$ cat config.mk
export PLATFORM = sky130hd
export DESIGN_NAME = fetch_execute_timing
export DESIGN_NICKNAME = d
export VERILOG_FILES = /design/src/phase_timing_pkg.sv /design/src/fetch_execute_timing.sv /design/src/phase_gen.sv
export VERILOG_INCLUDE_DIRS = /design/src
export SDC_FILE = /design/constraint.sdc
export NUM_CORES = 1
export LEC_CHECK = 0
export ABC_AREA = 1
export BUFFER_PORTS_ARGS = -buffer_cell sky130_fd_sc_hd__buf_2
export CORE_AREA = 3 3 76 95
export CTS_CLUSTER_DIAMETER = 200
export DETAILED_ROUTE_END_ITERATION = 8
export DIE_AREA = 0 0 79 98
export PLACE_DENSITY = 0.69
export SLEW_MARGIN = 20
export SYNTH_ARGS = -nofsm -noshare
export SYNTH_HDL_FRONTEND = slang
export SYNTH_HIERARCHICAL = 1
export SYNTH_SLANG_ARGS = --single-unit
$ cat constraint.sdc
create_clock -name clk -period 3.3 [get_ports clk]
set_input_delay 0.165 -clock clk [delete_from_list [all_inputs] [get_ports clk]]
set_output_delay 0.165 -clock clk [all_outputs]
set_load 0.005 [all_outputs]
$ cat src/phase_timing_params.svh
/*
 Timing and layout constants for the four-phase fetch/execute sequencer.
 Assumes inclusion by bare name from the package and the design modules.
*/
// Function
// RULE_01 - The oscillator input is divided by four into four non-overlapping phases that repeat in order.
// RULE_02 - One instruction cycle is exactly four phases, that is four oscillator input periods.
// RULE_03 - The program counter increments once per instruction cycle, in phase one.
// RULE_04 - The instruction word is read from program memory during fetch and captured at phase four.
// RULE_05 - The captured word enters the instruction register at the next phase one and executes in phases two to four.
// RULE_06 - The data memory operand read happens in phase two.
// RULE_07 - The destination result write to data memory happens in phase four.
// RULE_08 - Fetch of the next instruction overlaps execution of the current one, one instruction per cycle.
// RULE_09 - An instruction that changes the program counter takes two instruction cycles.
// RULE_10 - On a branch the prefetched word is discarded and the target is fetched, then executed the cycle after.
// RULE_11 - In RC oscillator mode the oscillator output pin carries a quarter-rate cycle clock.
// RULE_12 - The device holds itself in reset while master clear is low.
// RULE_13 - The program counter is 13 bits, addressing 8K words of 14 bits.
// RULE_14 - After reset the first fetch is from address zero, interrupt entry fetches from address four.
// RULE_15 - During reset the phase generator is held so that the first phase after release is phase one, pipeline empty.
// RULE_16 - The flushed slot after a branch executes as a no-operation.
`ifndef PHASE_TIMING_PARAMS_SVH
`define PHASE_TIMING_PARAMS_SVH
`define PC_WIDTH        13
`define INSTR_WIDTH     14
`define RESET_VECTOR    13'h0000
`define IRQ_VECTOR      13'h0004
`define PC_STEP         13'h0001
`define NOP_WORD        14'h0000
`define ZERO_PHASE_CNT  2'h0
`define LAST_PHASE_CNT  2'h3
`define PHASE_STEP      2'h1
`endif

$ cat src/phase_timing_pkg.sv
/*
 Types shared by the sequencer modules.
 Assumes the params header is on the include path.
*/
`include "phase_timing_params.svh"
package phase_timing_pkg;
   // ==========================================
   // Phase encoding
   typedef enum logic [3:0] {
      PH_1 = 4'h1,
      PH_2 = 4'h2,
      PH_3 = 4'h4,
      PH_4 = 4'h8
   } phase_t;

   // ==========================================
   // Per-phase strobes
   typedef struct packed {
      logic p1;
      logic p2;
      logic p3;
      logic p4;
   } phase_strobe_t;

   // ==========================================
   // Memory access strobes toward the execute datapath
   typedef struct packed {
      logic operand_read;
      logic result_write;
      logic exec_valid;
   } exec_strobe_t;
endpackage

$ cat src/fetch_execute_timing.sv
/*
 Two-stage fetch/execute sequencer with branch flush and cycle clock out.
 Assumes program memory answers combinationally to prog_addr, and that the
 execute datapath reports branches with their target during phase four.
*/
`include "phase_timing_params.svh"
module fetch_execute_timing
   import phase_timing_pkg::*;
(
   input  wire logic                      clk,
   input  wire logic                      sys_rst,
   input  wire logic                      master_clear_n,
   input  wire logic                      rc_mode,
   input  wire logic [`INSTR_WIDTH-1:0]   prog_data,
   input  wire logic                      branch_taken,
   input  wire logic [`PC_WIDTH-1:0]      branch_target,
   input  wire logic                      irq_enter,
   output logic      [`PC_WIDTH-1:0]      prog_addr,
   output logic      [`INSTR_WIDTH-1:0]   instr_word,
   output phase_strobe_t                  phase,
   output exec_strobe_t                   exec,
   output logic                           cycle_clock_out
);
   typedef struct packed {
      logic                      master_clear_n_meta;
      logic                      master_clear_n_sync;
      logic                      rc_meta;
      logic                      rc_sync;
      logic [`PC_WIDTH-1:0]      pc;
      logic [`PC_WIDTH-1:0]      fetch_pc;
      logic [`INSTR_WIDTH-1:0]   fetch_latch;
      logic                      fetch_ok;
      logic [`INSTR_WIDTH-1:0]   ir;
      logic                      ir_valid;
      logic                      clk_out;
   } seq_state_t;

   seq_state_t    state_reg;
   seq_state_t    state_next;
   phase_strobe_t ph;
   logic          cyc_clk;
   logic          hold;

   // RULE_12 reset held while clear low
   assign hold = ~state_reg.master_clear_n_sync;

   phase_gen u_phase_gen (
      .clk       (clk),
      .sys_rst   (sys_rst),
      .hold      (hold),
      .strobe    (ph),
      .cycle_clk (cyc_clk)
   );

   // ==========================================
   // Sequencer next state
   always_comb begin
      state_next = state_reg;
      // Pin synchronisers, only the second stages are read
      state_next.master_clear_n_meta = master_clear_n;
      state_next.master_clear_n_sync = state_reg.master_clear_n_meta;
      state_next.rc_meta   = rc_mode;
      state_next.rc_sync   = state_reg.rc_meta;
      // RULE_11 quarter-rate pin in RC mode
      state_next.clk_out   = state_reg.rc_sync & cyc_clk & ~hold;
      if (hold) begin
         // RULE_14 restart from address zero
         state_next.pc          = `RESET_VECTOR;
         state_next.fetch_pc    = `RESET_VECTOR;
         // RULE_15 pipeline empty
         state_next.fetch_ok    = 1'b0;
         state_next.ir_valid    = 1'b0;
         state_next.ir          = `NOP_WORD;
      end else begin
         if (ph.p1) begin
            // RULE_05 latch fetched word into IR
            state_next.ir       = state_reg.fetch_ok ? state_reg.fetch_latch : `NOP_WORD;
            state_next.ir_valid = state_reg.fetch_ok;
            // RULE_03 PC steps in phase one
            // Fetch address keeps the pre-step value, so word N is read, not N+1
            state_next.fetch_pc = state_reg.pc;
            state_next.pc       = state_reg.pc + `PC_STEP;
         end
         if (ph.p4) begin
            // RULE_04 capture word at phase four
            state_next.fetch_latch = prog_data;
            state_next.fetch_ok    = 1'b1;
            // RULE_09 branch costs one extra cycle
            if (state_reg.ir_valid && (branch_taken || irq_enter)) begin
               // RULE_10 drop prefetched word
               state_next.fetch_ok    = 1'b0;
               // RULE_14 interrupt vector
               // Target shows on the fetch address at once; next phase one keeps it there and steps pc past it
               state_next.fetch_pc    = irq_enter ? `IRQ_VECTOR : branch_target;
               state_next.pc          = irq_enter ? `IRQ_VECTOR : branch_target;
            end
         end
      end
   end

   always_ff @(posedge clk or posedge sys_rst) begin
      if (sys_rst) begin
         state_reg <= '0;
      end else begin
         state_reg <= state_next;
      end
   end

   // ==========================================
   // Outputs
   // RULE_13 13-bit fetch address; fetch uses pc before its phase-one step
   assign prog_addr      = state_reg.fetch_pc;
   // RULE_08 IR executes while next word is fetched
   assign instr_word     = state_reg.ir;
   assign phase          = ph;
   // RULE_16 flushed slot strobes nothing
   // RULE_06 operand read phase two
   assign exec.operand_read = ph.p2 & state_reg.ir_valid;
   // RULE_07 result write phase four
   assign exec.result_write = ph.p4 & state_reg.ir_valid;
   assign exec.exec_valid   = state_reg.ir_valid;
   assign cycle_clock_out   = state_reg.clk_out;
endmodule // fetch_execute_timing

$ cat src/phase_gen.sv
/*
 Divide-by-four phase generator: four one-hot enables from osc_in.
 Assumes osc_in is the single system clock and sys_rst is asynchronous.
*/
`include "phase_timing_params.svh"
module phase_gen
   import phase_timing_pkg::*;
(
   input  wire logic          clk,
   input  wire logic          sys_rst,
   input  wire logic          hold,
   output phase_strobe_t      strobe,
   output logic               cycle_clk
);
   typedef struct packed {
      phase_t st;
   } gen_state_t;

   gen_state_t state_reg;
   gen_state_t state_next;

   // ==========================================
   // Phase rotation
   always_comb begin
      state_next = state_reg;
      if (hold) begin
         // RULE_15 hold at phase one
         state_next.st = PH_1;
      end else begin
         // RULE_01 four phases in order
         case (state_reg.st)
            PH_1:    state_next.st = PH_2;
            PH_2:    state_next.st = PH_3;
            PH_3:    state_next.st = PH_4;
            PH_4:    state_next.st = PH_1;
            default: state_next.st = PH_1;
         endcase
      end
   end

   always_ff @(posedge clk or posedge sys_rst) begin
      if (sys_rst) begin
         state_reg.st <= PH_1;
      end else begin
         state_reg <= state_next;
      end
   end

   // RULE_02 one cycle is four phases
   assign strobe.p1 = (state_reg.st == PH_1) & ~hold;
   assign strobe.p2 = (state_reg.st == PH_2) & ~hold;
   assign strobe.p3 = (state_reg.st == PH_3) & ~hold;
   assign strobe.p4 = (state_reg.st == PH_4) & ~hold;
   // High in phases one and two, low in three and four
   assign cycle_clk = (state_reg.st == PH_1) | (state_reg.st == PH_2);
endmodule // phase_gen

Word-level counts from Yosys, hierarchy flattened:

Index checks and enable logic that the tools add are counted.

* output and inout bits: 35
* input bits: 33
* logic and storage cells: 42
* bits in registers: 65

* equality and inequality tests: 6
* mux-type cells: 11
* reductions and logical operators: 3
* $add $sub $neg: 1
* bitwise gates (word level): 9

Operator list (number)
* two-way mux 26 bit: 3
* two-way mux 41 bit: 1
* two-way mux 16 bit: 1
* two-way mux 15 bit: 1
* two-way mux 14 bit: 1
* adder 13 x 1 -> 13 bit, second input constant: 1
* two-way mux 13 bit: 1
* one-hot mux 4 bit (3 select lines): 1
* bitwise AND 1 bit: 8
* == test 4 x 1 -> 1 bit, second input constant: 1
* == test 4 x 2 -> 1 bit, second input constant: 1
* == test 4 x 3 -> 1 bit, second input constant: 1
* == test 4 bit, second input constant: 1
* two-way mux 4 bit: 1
* inequality test 2 x 1 -> 1 bit, second input constant: 1
* inequality test 2 bit, second input constant: 1
* AND reduction 2 bit: 1
* logical AND 1 bit: 1
* logical OR 1 bit: 1
* two-way mux 1 bit: 1
* bitwise OR 1 bit: 1

Longest topological paths before layout:

Gate-level depths: netlist of the first run.

* depth in word-level cells: 6
* depth in mapped cells: 14
* depth with buffers taken out: 13

Modules after synthesis:

The synthesis of the first run kept the hierarchy.

By module, submodules not included
* fetch_execute_timing: area an instance 3024.2 µm², seq. area each 1526.5 µm², instances 1, cells an instance 352
* phase_gen: area an instance 193.9 µm², seq. area each 101.3 µm², instances 1, cells an instance 26

Worst setup path before layout of the first run:

OpenSTA, ideal clock, no wires.

* path type: register -> register
* from: register u_phase_gen/state_reg[0] (netlist bit)
* to: register state_reg[53] (netlist bit)
* required time: 3.183 ns
* cell stages (with the launch flop): 15
* library setup time: 0.117 ns
* period minus slack after synthesis: 1.764 ns
* buffers on the path: 1
* data arrival time: 1.647 ns
* setup slack: 1.536 ns
* cell sequence: dfstp_2 inv_1 nor2_1 nand2_1 nor2_1 buf_4 nand2_1 inv_1 nand2_1 nor2_4 nand2_1 nand2_1 nand2_1 o21ai_1 inv_1

RTL lines
* start: declaration: RTL line phase_gen.sv:19 `gen_state_t state_reg;`
* start signal: assignment: RTL line phase_gen.sv:45 `state_reg <= state_next;`
* end signal: assignment: RTL line fetch_execute_timing.sv:105 `state_reg <= state_next;`
* end: declaration: RTL line fetch_execute_timing.sv:38 `seq_state_t state_reg;`

==> results of run 1 <==
## cells by family (layout without fill, tap and decap cells)
| logic type | count (synthesis) | in the layout | synth area share [%] |
|---|---|---|---|
| DFF | 65 | 65 | 50.6 |
| adders and majority gates | 1 | 1 | 0.389 |
| AOI/OAI and AO/OA | 73 | 73 | 13.5 |
| xor gates and xnor gates | 3 | 3 | 0.817 |
| buffers and inverters | 95 | 142 | 15.8 |
| and+or+nand+nor | 141 | 141 | 18.9 |
## worst max-delay path by stage
stage	cells after the start	end	slack, ps
after detailed placement	10	state_reg[48]	1130
after global placement	10	state_reg[53]	1210
final	10	state_reg[53]	1120
after CTS	10	state_reg[48]	1110
after global routing	10	state_reg[50]	910
after floorplan	14	state_reg[53]	1540
## worst max-delay path, stage by stage, from the launching register on
cell and delay (ps):
dfrtp_1 320, buf_4 210, inv_2 160, nor2_1 300, nand2_2 130, a21oi_4 340, nor2_4 80, inv_2 290
nand2_1 90, o21ai_1 80, inv_1 50
## layer usage
metal  GRT usage, %  routed length [um]
met5              0                   0
met4           6.61                  94
met3           5.81                 430
met2           31.6                3330
met1           21.8                2750
## placed cells by master (no fill, tap or decap), drive strengths merged
master and count:
nand2 80, buf 71, dfrtp 64, inv 53, o21ai 47, nand3 30
nor2 24, a21oi 16, clkbuf 9, a22oi 5, clkinv 4, nand4 3
nor3 3, dlygate4sd3 3, xnor2 2, a31oi 2, a32oi 2, or2 1
xor2 1, o31ai 1, ha 1, clkinvlp 1, bufinv 1, dfstp 1
## through the flow
stage | power (W) | instances | setup WS [ps] | util, %
after detailed placement | 0.00106 | 491 | 1130 | 53.4
after global routing | 0.00179 | 510 | 913 | 57.0
after CTS | 0.00173 | 510 | 1110 | 57.0
after floorplan | 0.00100 | 378 | 1540 | -
final | 0.00171 | 510 | 1120 | 57.0
after global placement | 0.00105 | 491 | 1210 | 53.4
## area by class of cell
cell class / count / area share [%]
tap: 85 / 2.95
multi-input combinational: 218 / 30.0
clock inverter: 7 / 1.94
timing repair buffer: 74 / 11.0
inverter: 52 / 5.55
clock buffer: 9 / 3.44
sequential: 65 / 45.2
## power groups by stage
| stage | Sequential [W] | Combinational [W] | Clock (W) |
|---|---|---|---|
| final | 0.000848 | 0.000189 | 0.000670 |
| after global routing | 0.000852 | 0.000216 | 0.000723 |
| after CTS | 0.000848 | 0.000195 | 0.000683 |
| after detailed placement | 0.000864 | 0.000191 | 0 |
| after global placement | 0.000863 | 0.000185 | 0 |
| after floorplan | 0.000859 | 0.000145 | 0 |
## timing repair
item                                   in CTS  in global routing
hold buffers                                3                  0
gates resized for setup                     0                  0
endpoints found under the hold margin      27                  0
==> reports/metrics.yaml, run 1 <==
power_and_ir_drop:
  p_leak_nw: 1.96
  p_per_area_nw_per_um2: 474
  seq_power_share_pct: 49.7
  p_switching_w: 0.000456
  combPwrFrac_pct: 11.1
  swShare_pct: 26.7
  vdd_drop_max_mv: 0.260
  p_clk_share_pct: 39.3
  p_int_w: 0.00125
routing:
  drc: 0
  num_vias: 2460
  antenna_left: 0
  viasPerCell: 4.82
  wl_per_cell_um: 12.9
  dr.pass1.iters: 4
  drtIter0Drc: 93
  wirelength_um: 6600
floorplanning:
  core_sq_um: 6330
  ios: 68
  dieHeight_um: 98
  std_cell_rows: 32
  die_w_um: 79
  start_util_pct: 50.9
  die_area_sq_um: 7740
clock_tree:
  cts_tree: "built"
  clock-sinks: 65
  h-tree-depth: 3
  cts_setup_buffers: 0
  clk_latency_ps: 340
  clk_pin_slew_ps: 70
  cts-root-buf: "clkbuf_8"
  clock_path_buffers: 2
  numCtsBuffers: 9
synthesis:
  ys_ff_latch: 65
  ys_seq_area_share_pct: 50.6
  syn_avg_cell_area_sq_um: 8.51
  synth_warnings: 6
  synthArstFlopShare_pct: 100
  syn_area_sq_um: 3220
  synthesis.nets: 412
  yosys-top-cells-count: "nand2_1 (78), dfrtp_1 (64), inv_1 (48)"
  yosys_most_used_dff: "dfrtp_1"
  synth_area_leaders: "dfrtp_1 (50%), nand2_1 (9.1%), buf_4 (7.5%), o21ai_0 (7.2%), inv_1 (5.6%)"
  syn_inst: 378
  synth_top_area_share_pct: 49.8
  ys_types: 31
  synth_edf_count: 0
  yosysMostFrequentCell: "nand2_1"
  synth_top_area_cell: "dfrtp_1"
placed_design:
  place_area_sq_um: 3380
  dp_hpwl_um: 4840
  gp_congestion: 0.830
  io_buffers: 67
status:
  status: "finished clean"
worst_setup_path:
  startpoint: "state_reg[59]"
  r2r_start: "state_reg[59]"
  r2r_slack_ps: 1120
  crit_fanout: 19
  worstSetupStartpointType: "flop"
  cp_data_required_time_ps: 3530
  crit_type: "reg -> reg"
  arrival_ps: 2410
  worst-r2r-cell-count: 10
  cp-end-kind: "flop"
  rr_endpoint: "state_reg[53]"
grt:
  grt_overflow_total: 0
  grt_start_max_net_pins: 30
  grt_pass1_vias: 2501
  grt_pass1_wl_um: 11300
  antenna_found_initial: 0
  grt_usage_pct: 18.5
sta:
  rsz0062_at_grt: "false"
  fmax_ghz: 0.460
  setup_tns_ps: 0
  timing.slew.headroom_pct: 54.9
  final_max_slew_viol_count: 0
  fin_crit_sh_pct: 65.9
  period_needed_ps: 2180
  tightestPinTransition_ps: 675
  setup_viol: 0
  holdWs_ps: 28.1
  timing_hold_violations_final: 0
  skew_ps: 5.04
finish:
  multiInputGateArea_sq_um: 1080
  largest_reg_flops: 30
  antenna_cells: 0
  fill_cells: 633
  final-seq-area_sq_um: 1630
  nNetsFinal: 454
  design_area_sq_um: 3600
  syn_to_final_growth_pct: 12.0
  drive_gt1_share_pct: 25.2
worst_hold_path:
  hold_path_startpoint: "prog_data[11]"
  hold_class: "in -> reg"
  holdPathStages: 3
  min_to: "state_reg[28]"
run:
  maxCapViolations: 0
Power figures use the tool's default switching activity.
==> run 2, diff against run 1 <==
==> constraint.sdc (replaced) <==
create_clock -name clk -period 2.1 [get_ports clk]
set_input_delay 0.105 -clock clk [delete_from_list [all_inputs] [get_ports clk]]
set_output_delay 0.105 -clock clk [all_outputs]
set_load 0.005 [all_outputs]
==> reports/metrics.yaml, run 2 (same netlist as run 1, synthesis figures left out) <==
status:
  status: "finished clean"
power_and_ir_drop:
  vdd_drop_max_mv: 0.437  # +68%
  p_per_area_nw_per_um2: 717  # +51%
  p_leak_nw: 2.07  # +5.7%
grt:
  antenna_found_initial: 0  # unchanged
  grt_pass1_vias: 2531  # +1.2%
  grt_usage_pct: 18.6  # +0.10 points
  grt_pass1_wl_um: 11400  # +1.6%
  grt_start_max_net_pins: 32  # +6.7%
  grt_overflow_total: 0  # unchanged
worst_hold_path:
  min_to: "state_reg[45]"
  holdPathStages: 3  # unchanged
  hold_class: "in -> reg"
  hold_path_startpoint: "branch_target[1]"
finish:
  final_common_cell: "nand2_1"
  antenna_cells: 0  # unchanged
  largest_reg_flops: 30  # unchanged
  final_core_util_pct: 60.8  # +3.8 points
  drive_gt1_share_pct: 26.3  # +1.2 points
  design_area_sq_um: 3840  # +6.7%
  final_cell_mix: "nand2_1 (77), buf_2 (67), dfrtp_1 (64)"
  nNetsFinal: 477  # +5.1%
  syn_to_final_growth_pct: 19.5
  fill_cells: 593  # -6.3%
clock_tree:
  clk_latency_ps: 330  # about the same
  clock_path_buffers: 2  # unchanged
  cts_tree: "built"
  cts-root-buf: "clkbuf_8"
  clock-sinks: 65  # unchanged
  h-tree-depth: 3  # unchanged
  clk_pin_slew_ps: 70  # about the same
  numCtsBuffers: 9  # unchanged
placed_design:
  dp_slack_ps: 200  # -925 ps
  gp_congestion: 0.852  # +2.6%
  io_buffers: 67  # unchanged
  dp_hpwl_um: 4720  # -2.5%
  place_area_sq_um: 3450  # +2.1%
worst_setup_path:
  crit_fanout: 6  # -13
  cp-end-kind: "flop"
  arrival_ps: 2100  # -310 ps
  cp_data_required_time_ps: 2320  # -1210 ps
  r2r_start: "u_phase_gen/state_reg[0]"
  worstSetupStartpointType: "flop"
  r2r_slack_ps: 220  # -900 ps
  worst-r2r-cell-count: 14  # +4
  rr_endpoint: "state_reg[53]"
  crit_type: "reg -> reg"
floorplanning:
  die_w_um: 79  # unchanged
  die_area_sq_um: 7740  # unchanged
  core_sq_um: 6330  # unchanged
  start_util_pct: 50.9  # unchanged
  std_cell_rows: 32  # unchanged
  dieHeight_um: 98  # unchanged
  ios: 68  # unchanged
sta:
  timing_hold_violations_final: 0  # unchanged
  rsz0062_at_grt: "false"
  tightestPinTransition_ps: 706  # +31.3 ps
  setup_viol: 0  # unchanged
  setup_tns_ps: 0  # unchanged
  skew_ps: 6.70  # +1.66 ps
  fmax_ghz: 0.532  # +16%
  layout_setup_ws_ps: 220  # -905 ps
  fin_crit_sh_pct: 89.5  # +24 points
  final_max_slew_viol_count: 0  # unchanged
  holdWs_ps: 49.2  # +21.2 ps
  timing.slew.headroom_pct: 52.8  # -2.1 points
  period_needed_ps: 1880  # -295 ps
routing:
  num_vias: 2589  # +5.2%
  drc: 0  # unchanged
  wl_per_cell_um: 12.7  # -2.1%
  wirelength_um: 6750  # +2.3%
  dr.pass1.iters: 4  # unchanged
  antenna_left: 0  # unchanged
  drtIter0Drc: 105  # +13%
  viasPerCell: 4.86  # +0.70%
run:
  maxCapViolations: 0  # unchanged
[run 2: cell count changes in the layout (fill, tap and decap cells not counted), sizes merged]
cell,before,now
buf,71,80
dlygate4sd3,3,17
clkinv,4,2
inv,53,52
clkbuf,9,12
[run 2: what timing repair did]
| item | 4_1_cts | 5_1_grt |
|---|---|---|
| hold buffers | 17 | 0 |
| buffers inserted | 0 | 1 |
| resized for setup | 0 | 3 |
| hold endpoints to repair | 49 | 0 |
| setup endpoints to repair | 0 | 2 |
[run 2: report_power, final]
part	switching, W	leakage (nW)	total [W]	internal (W)
Sequential	0.0000304	0.815	0.00134	0.00131
Combinational	0.000195	1.15	0.000347	0.000152
Clock	0.000460	0.103	0.00107	0.000613
[run 2: cell type report]
class / count / area (sq um) / area share [%]
multi-input cells: 218 / 1090 / 28.3
clock inverters: 4 / 51.3 / 1.33
well taps: 85 / 106 / 2.77
inverters: 52 / 200 / 5.21
repair buffers: 97 / 616 / 16.0
clock buffers: 12 / 155 / 4.04
flip-flops and latches: 65 / 1630 / 42.3
[run 2: routing by layer]
metal | share of wire, % | up-vias | GRT usage, % | routed length, um
met3 | 5.1 | 10 | 4.34 | 347
met2 | 49 | 67 | 30.7 | 3340
li1 | - | 1306 | - | -
met1 | 44 | 1206 | 23.4 | 2950
met4 | 1.7 | 0 | 7.94 | 118
met5 | 0 | - | 0 | 0
[run 2: critical path: stages, from the launching register on]
cell and delay [ps]:
dfstp_2 540, inv_1 60, nor2_2 90, nand2_2 80, nor2_2 100, buf_4 150, nand2_1 50, inv_1 70
nand2_1 100, nor2_4 180, nand2_1 90, nand2_1 70, nand2_1 50, o21ai_1 110, inv_1 50
[run 2: how the worst max path moves through the flow]
| stage | endpoint | slack [ps] | from |
|---|---|---|---|
| floorplan | state_reg[53] | 340 | u_phase_gen/state_reg[0] |
| global placement | state_reg[53] | 280 | u_phase_gen/state_reg[0] |
| detailed placement | state_reg[53] | 200 | u_phase_gen/state_reg[0] |
| CTS | state_reg[53] | 180 | u_phase_gen/state_reg[0] |
| global route | state_reg[53] | 20 | u_phase_gen/state_reg[0] |
| finish | state_reg[53] | 220 | u_phase_gen/state_reg[0] |
[run 2: per-stage QoR]
stage / total power (W) / std cells
global route: 0.00289 / 533
CTS: 0.00278 / 532
global placement: 0.00167 / 499
floorplan: 0.00158 / 378
finish: 0.00276 / 533
detailed placement: 0.00168 / 499
